--- src/lfad_pkg.sv ---
// constants, types and decode functions for the load/flag/add decoder
package lfad_pkg;

    // ------------------------------------------------------------------
    // opcode encodings
    // ------------------------------------------------------------------
    localparam logic [7:0] OPC_LOAD_EFFECTIVE_OFFSET = 8'h8d;
    localparam logic [7:0] OPC_LOAD_FAR_POINTER_DATA_SEG = 8'hc5;
    localparam logic [7:0] OPC_LOAD_FAR_POINTER_EXTRA_SEG = 8'hc4;
    localparam logic [7:0] OPC_FLAGS_TO_ACC_HIGH = 8'h9f;
    localparam logic [7:0] OPC_ACC_HIGH_TO_FLAGS = 8'h9e;
    localparam logic [7:0] OPC_FLAG_WORD_PUSH = 8'h9c;
    localparam logic [7:0] OPC_FLAG_WORD_POP = 8'h9d;
    localparam logic [5:0] PAT_ADD_RM = 6'h00;
    localparam logic [5:0] PAT_ADC_RM = 6'h04;
    localparam logic [5:0] PAT_SUB_RM = 6'h0a;
    localparam logic [5:0] PAT_IMM_GRP = 6'h20;
    localparam logic [6:0] PAT_ADD_ACC = 7'h02;
    localparam logic [6:0] PAT_ADC_ACC = 7'h0a;
    localparam logic [6:0] PAT_INC_RM = 7'h7f;
    localparam logic [4:0] PAT_INC_REG = 5'h08;
    localparam logic [2:0] REG_ADD = 3'h0;
    localparam logic [2:0] REG_ADC = 3'h2;
    localparam logic [2:0] REG_INC = 3'h0;
    localparam logic [1:0] MOD_REG = 2'h3;

    // ------------------------------------------------------------------
    // field positions
    // ------------------------------------------------------------------
    localparam int BIT_W = 0;
    localparam int BIT_D = 1;
    localparam int BIT_S = 1;

    // ------------------------------------------------------------------
    // execution clock counts
    // ------------------------------------------------------------------
    localparam int CNT_W = 5;
    localparam logic [4:0] CLK_OFFSET_LOAD = 5'h03;
    localparam logic [4:0] CLK_FAR_REAL = 5'h07;
    localparam logic [4:0] CLK_FAR_PROT = 5'h15;
    localparam logic [4:0] CLK_FLAG_XFER = 5'h02;
    localparam logic [4:0] CLK_FLAG_WORD_PUSH = 5'h03;
    localparam logic [4:0] CLK_FLAG_WORD_POP = 5'h05;
    localparam logic [4:0] CLK_RM_REG = 5'h02;
    localparam logic [4:0] CLK_RM_MEM = 5'h07;
    localparam logic [4:0] CLK_IMM_REG = 5'h03;
    localparam logic [4:0] CLK_IMM_MEM = 5'h07;
    localparam logic [4:0] CLK_ACC_IMM = 5'h03;
    localparam logic [4:0] CLK_INC_REG = 5'h02;

    typedef enum logic [4:0] {
        OP_NONE = 5'h00,
        OP_LOAD_EFFECTIVE_OFFSET = 5'h01,
        OP_LOAD_FAR_POINTER_DATA_SEG = 5'h02,
        OP_LOAD_FAR_POINTER_EXTRA_SEG = 5'h03,
        OP_FLAGS_TO_ACC_HIGH = 5'h04,
        OP_ACC_HIGH_TO_FLAGS = 5'h05,
        OP_FLAG_WORD_PUSH = 5'h06,
        OP_FLAG_WORD_POP = 5'h07,
        OP_ADD_RM = 5'h08,
        OP_ADD_IMM = 5'h09,
        OP_ADD_ACC = 5'h0a,
        OP_ADC_RM = 5'h0b,
        OP_ADC_IMM = 5'h0c,
        OP_ADC_ACC = 5'h0d,
        OP_INC_RM = 5'h0e,
        OP_INC_REG = 5'h0f,
        OP_SUB_RM = 5'h10
    } lfad_op_t;

    typedef struct packed {
        lfad_op_t op;
        logic w;
        logic d;
        logic s;
        logic mem;
        logic [1:0] mode;
        logic [2:0] reg_f;
        logic [2:0] rm;
        logic [15:0] imm;
        logic [4:0] clocks;
    } lfad_insn_t;

    // ------------------------------------------------------------------
    // decode functions
    // ------------------------------------------------------------------
    function automatic lfad_op_t lfad_op_of(input logic [7:0] opc,
                                            input logic [2:0] rf);
        lfad_op_t op;
        op = OP_NONE;
        if (opc == OPC_LOAD_EFFECTIVE_OFFSET)
            op = OP_LOAD_EFFECTIVE_OFFSET;
        else if (opc == OPC_LOAD_FAR_POINTER_DATA_SEG)
            op = OP_LOAD_FAR_POINTER_DATA_SEG;
        else if (opc == OPC_LOAD_FAR_POINTER_EXTRA_SEG)
            op = OP_LOAD_FAR_POINTER_EXTRA_SEG;
        else if (opc == OPC_FLAGS_TO_ACC_HIGH) op = OP_FLAGS_TO_ACC_HIGH;
        else if (opc == OPC_ACC_HIGH_TO_FLAGS) op = OP_ACC_HIGH_TO_FLAGS;
        else if (opc == OPC_FLAG_WORD_PUSH) op = OP_FLAG_WORD_PUSH;
        else if (opc == OPC_FLAG_WORD_POP) op = OP_FLAG_WORD_POP;
        else if (opc[7:2] == PAT_ADD_RM) op = OP_ADD_RM;
        else if (opc[7:2] == PAT_ADC_RM) op = OP_ADC_RM;
        else if (opc[7:2] == PAT_SUB_RM) op = OP_SUB_RM;
        else if (opc[7:1] == PAT_ADD_ACC) op = OP_ADD_ACC;
        else if (opc[7:1] == PAT_ADC_ACC) op = OP_ADC_ACC;
        else if (opc[7:3] == PAT_INC_REG) op = OP_INC_REG;
        else if (opc[7:2] == PAT_IMM_GRP && rf == REG_ADD) op = OP_ADD_IMM;
        else if (opc[7:2] == PAT_IMM_GRP && rf == REG_ADC) op = OP_ADC_IMM;
        else if (opc[7:1] == PAT_INC_RM && rf == REG_INC) op = OP_INC_RM;
        return op;
    endfunction : lfad_op_of

    function automatic logic lfad_has_modrm(input logic [7:0] opc);
        return opc == OPC_LOAD_EFFECTIVE_OFFSET ||
               opc == OPC_LOAD_FAR_POINTER_DATA_SEG ||
               opc == OPC_LOAD_FAR_POINTER_EXTRA_SEG ||
               opc[7:2] == PAT_ADD_RM || opc[7:2] == PAT_ADC_RM ||
               opc[7:2] == PAT_SUB_RM || opc[7:2] == PAT_IMM_GRP ||
               opc[7:1] == PAT_INC_RM;
    endfunction : lfad_has_modrm

    function automatic logic [1:0] lfad_imm_bytes(input logic [7:0] opc);
        logic [1:0] n;
        n = 2'h0;
        if (opc[7:2] == PAT_IMM_GRP)
            n = (opc[BIT_S:BIT_W] == 2'h1) ? 2'h2 : 2'h1;
        else if (opc[7:1] == PAT_ADD_ACC || opc[7:1] == PAT_ADC_ACC)
            n = opc[BIT_W] ? 2'h2 : 2'h1;
        return n;
    endfunction : lfad_imm_bytes

    function automatic logic [4:0] lfad_clocks(input lfad_op_t op,
                                               input logic mem,
                                               input logic prot);
        logic [4:0] c;
        c = CLK_FLAG_XFER;
        case (op)
            OP_LOAD_EFFECTIVE_OFFSET: c = CLK_OFFSET_LOAD;
            OP_LOAD_FAR_POINTER_DATA_SEG, OP_LOAD_FAR_POINTER_EXTRA_SEG:
                c = prot ? CLK_FAR_PROT : CLK_FAR_REAL;
            OP_FLAG_WORD_PUSH: c = CLK_FLAG_WORD_PUSH;
            OP_FLAG_WORD_POP: c = CLK_FLAG_WORD_POP;
            OP_ADD_RM, OP_ADC_RM, OP_SUB_RM, OP_INC_RM:
                c = mem ? CLK_RM_MEM : CLK_RM_REG;
            OP_ADD_IMM, OP_ADC_IMM: c = mem ? CLK_IMM_MEM : CLK_IMM_REG;
            OP_ADD_ACC, OP_ADC_ACC: c = CLK_ACC_IMM;
            OP_INC_REG: c = CLK_INC_REG;
            default: c = CLK_FLAG_XFER;
        endcase
        return c;
    endfunction : lfad_clocks

endpackage : lfad_pkg

--- src/lfad_decoder.sv ---
// opcode decoder and execution timing for load, flag and add groups
`timescale 1ns/100ps
module lfad_decoder (
    input wire logic ref_clk_i,
    input wire logic resetn_i,
    input wire logic clk_en_i,
    input wire logic protected_virtual_mode_i,
    input wire logic [7:0] byte_i,
    input wire logic byte_valid_i,
    output logic byte_ready_o,
    output logic dec_valid_o,
    output lfad_pkg::lfad_insn_t insn_o,
    output logic insn_error_o,
    output logic exec_busy_o,
    output logic exec_done_o
);
    // ------------------------------------------------------------------
    // state
    // ------------------------------------------------------------------
    typedef enum logic [4:0] {
        ST_OPC = 5'h01,
        ST_MODRM = 5'h02,
        ST_IMLO = 5'h04,
        ST_IMHI = 5'h08,
        ST_EXEC = 5'h10
    } lfad_state_t;

    lfad_state_t state_r, state_nxt;
    logic [7:0] opc_r, opc_nxt;
    logic [7:0] modrm_r, modrm_nxt;
    logic [15:0] imm_r, imm_nxt;
    logic [1:0] left_r, left_nxt;
    lfad_pkg::lfad_insn_t insn_r;
    lfad_pkg::lfad_insn_t insn_nxt;
    logic dec_valid_r, err_r;
    logic issue, err_nxt;
    logic timer_last;

    // ------------------------------------------------------------------
    // byte intake and field decode
    // ------------------------------------------------------------------
    wire take = byte_valid_i && byte_ready_o;
    wire in_exec = (state_r == ST_EXEC);
    wire lfad_pkg::lfad_op_t op_first = lfad_pkg::lfad_op_of(byte_i, 3'h0);
    wire first_modrm = lfad_pkg::lfad_has_modrm(byte_i);
    wire [1:0] first_imm = lfad_pkg::lfad_imm_bytes(byte_i);
    wire lfad_pkg::lfad_op_t op_full = lfad_pkg::lfad_op_of(opc_r,
                                                             byte_i[5:3]);
    wire [1:0] rm_imm = lfad_pkg::lfad_imm_bytes(opc_r);
    wire rm_is_reg = (byte_i[7:6] == lfad_pkg::MOD_REG);
    wire far_op_full = op_full == lfad_pkg::OP_LOAD_FAR_POINTER_DATA_SEG ||
                       op_full == lfad_pkg::OP_LOAD_FAR_POINTER_EXTRA_SEG;
    wire far_reg_form = far_op_full && rm_is_reg;
    wire sext_byte = opc_r[7:2] == lfad_pkg::PAT_IMM_GRP &&
                     opc_r[lfad_pkg::BIT_S] && opc_r[lfad_pkg::BIT_W];
    wire lfad_pkg::lfad_op_t op_nxt =
        lfad_pkg::lfad_op_of(opc_nxt, modrm_nxt[5:3]);
    wire mem_nxt = lfad_pkg::lfad_has_modrm(opc_nxt) &&
                   modrm_nxt[7:6] != lfad_pkg::MOD_REG;

    assign byte_ready_o = !in_exec;

    always_comb begin
        state_nxt = state_r;
        opc_nxt = opc_r;
        modrm_nxt = modrm_r;
        imm_nxt = imm_r;
        left_nxt = left_r;
        issue = 1'b0;
        err_nxt = 1'b0;
        unique case (state_r)
            ST_OPC: if (take) begin
                opc_nxt = byte_i;
                modrm_nxt = 8'h00;
                imm_nxt = 16'h0000;
                left_nxt = first_imm;
                if (first_modrm) state_nxt = ST_MODRM;
                else if (op_first == lfad_pkg::OP_NONE) err_nxt = 1'b1;
                else if (first_imm != 2'h0) state_nxt = ST_IMLO;
                else issue = 1'b1;
            end
            ST_MODRM: if (take) begin
                modrm_nxt = byte_i;
                if (op_full == lfad_pkg::OP_NONE || far_reg_form) begin
                    err_nxt = 1'b1;
                    state_nxt = ST_OPC;
                end else if (rm_imm != 2'h0) state_nxt = ST_IMLO;
                else issue = 1'b1;
            end
            ST_IMLO: if (take) begin
                imm_nxt = {sext_byte ? {8{byte_i[7]}} : 8'h00,
                           byte_i};
                if (left_r == 2'h2) state_nxt = ST_IMHI;
                else issue = 1'b1;
            end
            ST_IMHI: if (take) begin
                imm_nxt = {byte_i, imm_r[7:0]};
                issue = 1'b1;
            end
            ST_EXEC: if (timer_last) state_nxt = ST_OPC;
            default: state_nxt = ST_OPC;
        endcase
        if (issue) state_nxt = ST_EXEC;
    end

    // ------------------------------------------------------------------
    // decoded instruction word
    // ------------------------------------------------------------------
    always_comb begin
        insn_nxt.op = op_nxt;
        insn_nxt.w = opc_nxt[lfad_pkg::BIT_W];
        insn_nxt.d = opc_nxt[lfad_pkg::BIT_D];
        insn_nxt.s = opc_nxt[7:2] == lfad_pkg::PAT_IMM_GRP &&
                     opc_nxt[lfad_pkg::BIT_S];
        insn_nxt.mem = mem_nxt;
        insn_nxt.mode = modrm_nxt[7:6];
        insn_nxt.reg_f = (op_nxt == lfad_pkg::OP_INC_REG) ? opc_nxt[2:0]
                                                           : modrm_nxt[5:3];
        insn_nxt.rm = modrm_nxt[2:0];
        insn_nxt.imm = imm_nxt;
        insn_nxt.clocks = lfad_pkg::lfad_clocks(op_nxt, mem_nxt,
            protected_virtual_mode_i);
    end

    // ------------------------------------------------------------------
    // registers
    // ------------------------------------------------------------------
    always_ff @(posedge ref_clk_i or negedge resetn_i) begin
        if (!resetn_i) begin
            state_r <= ST_OPC;
            opc_r <= 8'h00;
            modrm_r <= 8'h00;
            imm_r <= 16'h0000;
            left_r <= 2'h0;
        end else if (clk_en_i) begin
            state_r <= state_nxt;
            opc_r <= opc_nxt;
            modrm_r <= modrm_nxt;
            imm_r <= imm_nxt;
            left_r <= left_nxt;
        end
    end

    always_ff @(posedge ref_clk_i or negedge resetn_i) begin
        if (!resetn_i) begin
            insn_r <= '0;
            dec_valid_r <= 1'b0;
            err_r <= 1'b0;
        end else if (clk_en_i) begin
            if (issue) insn_r <= insn_nxt;
            dec_valid_r <= issue;
            err_r <= err_nxt;
        end
    end

    lfad_exec_timer #(
        .WIDTH(lfad_pkg::CNT_W)
    ) u_timer (
        .ref_clk_i(ref_clk_i),
        .resetn_i(resetn_i),
        .clk_en_i(clk_en_i),
        .load_i(issue),
        .load_val_i(insn_nxt.clocks),
        .count_o(),
        .last_o(timer_last)
    );

    assign insn_o = insn_r;
    assign dec_valid_o = dec_valid_r;
    assign insn_error_o = err_r;
    assign exec_busy_o = in_exec;
    assign exec_done_o = in_exec && timer_last;

    wire is_op_offs = insn_r.op == lfad_pkg::OP_LOAD_EFFECTIVE_OFFSET;
    wire is_op_far = insn_r.op == lfad_pkg::OP_LOAD_FAR_POINTER_DATA_SEG ||
                     insn_r.op == lfad_pkg::OP_LOAD_FAR_POINTER_EXTRA_SEG;
    wire is_op_flag = insn_r.op == lfad_pkg::OP_FLAGS_TO_ACC_HIGH ||
                      insn_r.op == lfad_pkg::OP_ACC_HIGH_TO_FLAGS;
endmodule : lfad_decoder

--- src/lfad_exec_timer.sv ---
// down counter that times the execution phase of one instruction
`timescale 1ns/100ps
module lfad_exec_timer #(
    parameter int WIDTH = 5
) (
    input wire logic ref_clk_i,
    input wire logic resetn_i,
    input wire logic clk_en_i,
    input wire logic load_i,
    input wire logic [WIDTH-1:0] load_val_i,
    output logic [WIDTH-1:0] count_o,
    output logic last_o
);
    logic [WIDTH-1:0] count_r;
    logic [WIDTH-1:0] count_nxt;

    assign count_nxt = load_i ? load_val_i :
                       (count_r != '0) ? count_r - 1'b1 : count_r;
    assign count_o = count_r;
    assign last_o = (count_r == {{(WIDTH-1){1'b0}}, 1'b1});

    always_ff @(posedge ref_clk_i or negedge resetn_i) begin
        if (!resetn_i) count_r <= '0;
        else if (clk_en_i) count_r <= count_nxt;
    end
endmodule : lfad_exec_timer

--- config.mk ---
export PLATFORM = sky130hd
export DESIGN_NAME = lfad_decoder
export DESIGN_NICKNAME = d
export VERILOG_FILES = /design/src/lfad_pkg.sv /design/src/lfad_decoder.sv /design/src/lfad_exec_timer.sv
export SDC_FILE = /design/constraint.sdc
export NUM_CORES = 1
export LEC_CHECK = 0
export BUFFER_PORTS_ARGS = -buffer_cell sky130_fd_sc_hd__buf_4
export CORE_AREA = 2 2 159 83
export CTS_BUF_LIST = sky130_fd_sc_hd__clkbuf_16
export DETAILED_ROUTE_END_ITERATION = 6
export DIE_AREA = 0 0 161 85
export PLACE_DENSITY_LB_ADDON = 0.25
export SYNTH_ARGS = -nofsm -noshare
export SYNTH_HDL_FRONTEND = slang
export SYNTH_SLANG_ARGS = --single-unit
--- constraint.sdc ---
create_clock -name ref_clk_i -period 2.8 [get_ports ref_clk_i]
set_input_delay 0.28 -clock ref_clk_i [delete_from_list [all_inputs] [get_ports ref_clk_i]]
set_output_delay 0.28 -clock ref_clk_i [all_outputs]
set_load 0.05 [all_outputs]
==> metrics <==
Net count, final=between 600 and 700; Netlist cell types=70; # DRC=0; Routed WL per cell=20.23 um; Yosys reg bits=between 80 and 90; arrival time at the worst endpoint=2.90 ns; Synth Cell Area=between 0.004 and 0.005 mm2; FF-to-FF End=insn_o[0]; Period Utilization, post-route=0.9529; Post-synth EDFFs=0; skew final=about 0.0092 ns; outcome=completed; Synth Area per Inst=around 9.3 um2; total clock sinks=between 80 and 90; Hold Violations, Final=0; Max Fclk=approximately 370 MHz; Reg2Reg Depth=10; Final ANT Viol Nets=0; FFs w/ async S/R, synth=1.000; routed vias/inst=around 5.8; cell with the most instances after synthesis=dfrtp_1; CTS tree=done; Worst Setup EP=insn_o[0]; starting density of the core=0.3930; global-route wire length before repair=about 24 mm; die area=0.01369 mm2; VDD IR max=about 0.0006 V; final weighted congestion of routability-driven global placement=slightly below 1; reg2reg setup slack=between 0.1 and 0.15 ns; LEAKAGE=0.002664 uW; layout cells sized above 1=0.2821; Finish-stage setup viols=0; synth top area cells=dfrtp_1, mux2_2, o21ai_0, nand2_1, a21oi_1; initial antenna violation count=0; Detailed Route WL=roughly 15 mm; CP endpoint kind=flop; Layout area overhead=22.48%; setup_tns=0 ns; Post-Place Cells=~740; CP Launch Type=flop; Die H=85 um; syn_nets=537; Clock Latency Late Sink=approximately 0.35 ns; Synth area leader=dfrtp_1; number of global-route vias before repair=roughly 4,100; Worst Tran Pin Value=about 1.1 ns; Clock Tree Root=clkbuf_16; final cell count without fillers=~760; max-cap viol count=0; HPWL after DPL=11.31 mm; Setup CP Type=flop to flop; Mapped Cells=roughly 520; required time worst endpoint=between 3 and 4 ns; Worst Setup SP=state_r[4]; Vias=approximately 4,400; Pwr Density=~1200 mW/mm2; IO buf count=54; HP Class=primary input to async pin; Slew headroom=0.2704; register area share after synthesis=0.4286; Synth top area share=0.4232; Final Slew Violations=0; final worst path period need=2.668 ns; # rows=29; I/O pin count=56; clock buffer count from CTS=9; total track usage=0.2305; Top FF cell, synth=dfrtp_1; 1st-iter DRT viols=roughly 500; synth cell count leaders=dfrtp_1, nand2_1, o21ai_0; total grt overflow=0; Die X=161 um; first-pass detailed-route iteration total=5; r2r startpoint=state_r[4]; CTS H-tree depth=3; Yosys Warn Count=0; largest net degree at the start of global routing=84; crit-path max FO=11; diode count=0; Util after Layout=0.4813; CTS Buffer Depth=2; total power=roughly 7000 uW; Core Area=~0.012 mm2; Worst-path clk slew=~0.07 ns
[kinds of logic after synthesis]
group | share of synthesized area
AOI/OAI and AO/OA | 0.2134
xor gates and xnor gates | 0.003614
adders and majority gates | 0.007743
buffers and inverters | 0.04619
DFF | 0.4286
muxes | 0.09807
other | 0.0007735
and+or+nand+nor | 0.2016
[worst min path at each step]
| stage | startpoint | endpoint | slack, ns | cells after the start |
|---|---|---|---|---|
| floorplan | resetn_i | dec_valid_o | -0.02 | 0 |
| global placement | left_r[1] | left_r[1] | 0.46 | 2 |
| detailed placement | left_r[1] | left_r[1] | 0.47 | 2 |
| CTS | resetn_i | insn_o[27] | 0.18 | 1 |
| global route | resetn_i | insn_o[27] | 0.23 | 1 |
| finish | resetn_i | dec_valid_o | 0.13 | 1 |
[critical path, cell delays in order, from the launching register on]
cell	delay, ns
dfrtp_1	0.38
or4b_1	0.52
buf_4	0.19
nor2_8	0.20
buf_4	0.15
mux2i_1	0.16
buf_4	0.21
nor2b_4	0.06
or3_1	0.32
a211oi_2	0.26
a21oi_1	0.10
[cell type report]
cell class / instances / area, um2
clock inverter: 7 / 72.57
clock buffer: 9 / 225.2
tap: 170 / 212.7
timing repair buffer: 97 / 740.7
sequential: 83 / 2078
fill: 1168 / 6399
inverter: 9 / 33.78
multi-input combinational: 387 / 2575
[per-layer routing]
| metal | global-route usage | vias to the layer above | share of wire |
|---|---|---|---|
| li1 | - | 2046 | - |
| met1 | 0.3806 | 2140 | 0.52 |
| met5 | 0 | - | 0 |
| met2 | 0.2973 | 196 | 0.38 |
| met4 | 0.03896 | 0 | 0.0060 |
| met3 | 0.05670 | 12 | 0.088 |
[sequential cells by signal (all words and copies together) (netlist names)]
name,cells
dec_valid_o,1
u_timer.count_o,5
insn_o,37
imm_r,16
state_r,5
left_r,2
opc_r,8
modrm_r,8
insn_error_o,1
[power by group]
part | internal [uW] | switching [uW]
combinational | 1430 | 2420
clock | 628 | 558
sequential | 1650 | 313
[cell usage in the layout, fill, tap and decap left out, types with 4 or more instances in the layout]
cell       synthesis  layout
and3_1             4       4
mux2i_1            9       9
a211o_1            5       5
a21o_1             4       4
nor2b_1            9       8
nand3b_1           4       4
nor3_1            15      15
inv_1              9       9
a22o_1            10      10
a32o_1             6       6
o22ai_1            4       4
and2_1             6       6
nor2_1            35      33
nand2b_1           6       6
o211ai_1           4       4
buf_4              2      96
nor4_1             6       5
a21oi_1           28      27
a22oi_1           14      14
clkbuf_16          0       9
nand2_1           52      51
nand3_1           17      17
dfrtp_1           82      82
or3_1              5       5
o21ai_0           48      48
nand4_1            8       8
mux2_2            33      33
[stage by stage]
step	setup WS [ns]	cell area, um2	hold WS, ns
after floorplan	0.1664	4848	-0.01559
final	0.1320	5938	0.1299
after detailed placement	0.09258	5592	0.4724
after CTS	0.05905	5889	0.1807
after global routing	-0.004291	5938	0.2266
after global placement	0.05426	5592	0.4590
[repair_timing]
action                                  in CTS  in global routing
hold buffers                                 0                  0
gates resized for setup                      0                  6
endpoints found under the setup margin       0                 47
endpoints found under the hold margin        0                  0
buffers inserted                             0                  3
Power figures use the tool's default switching activity.
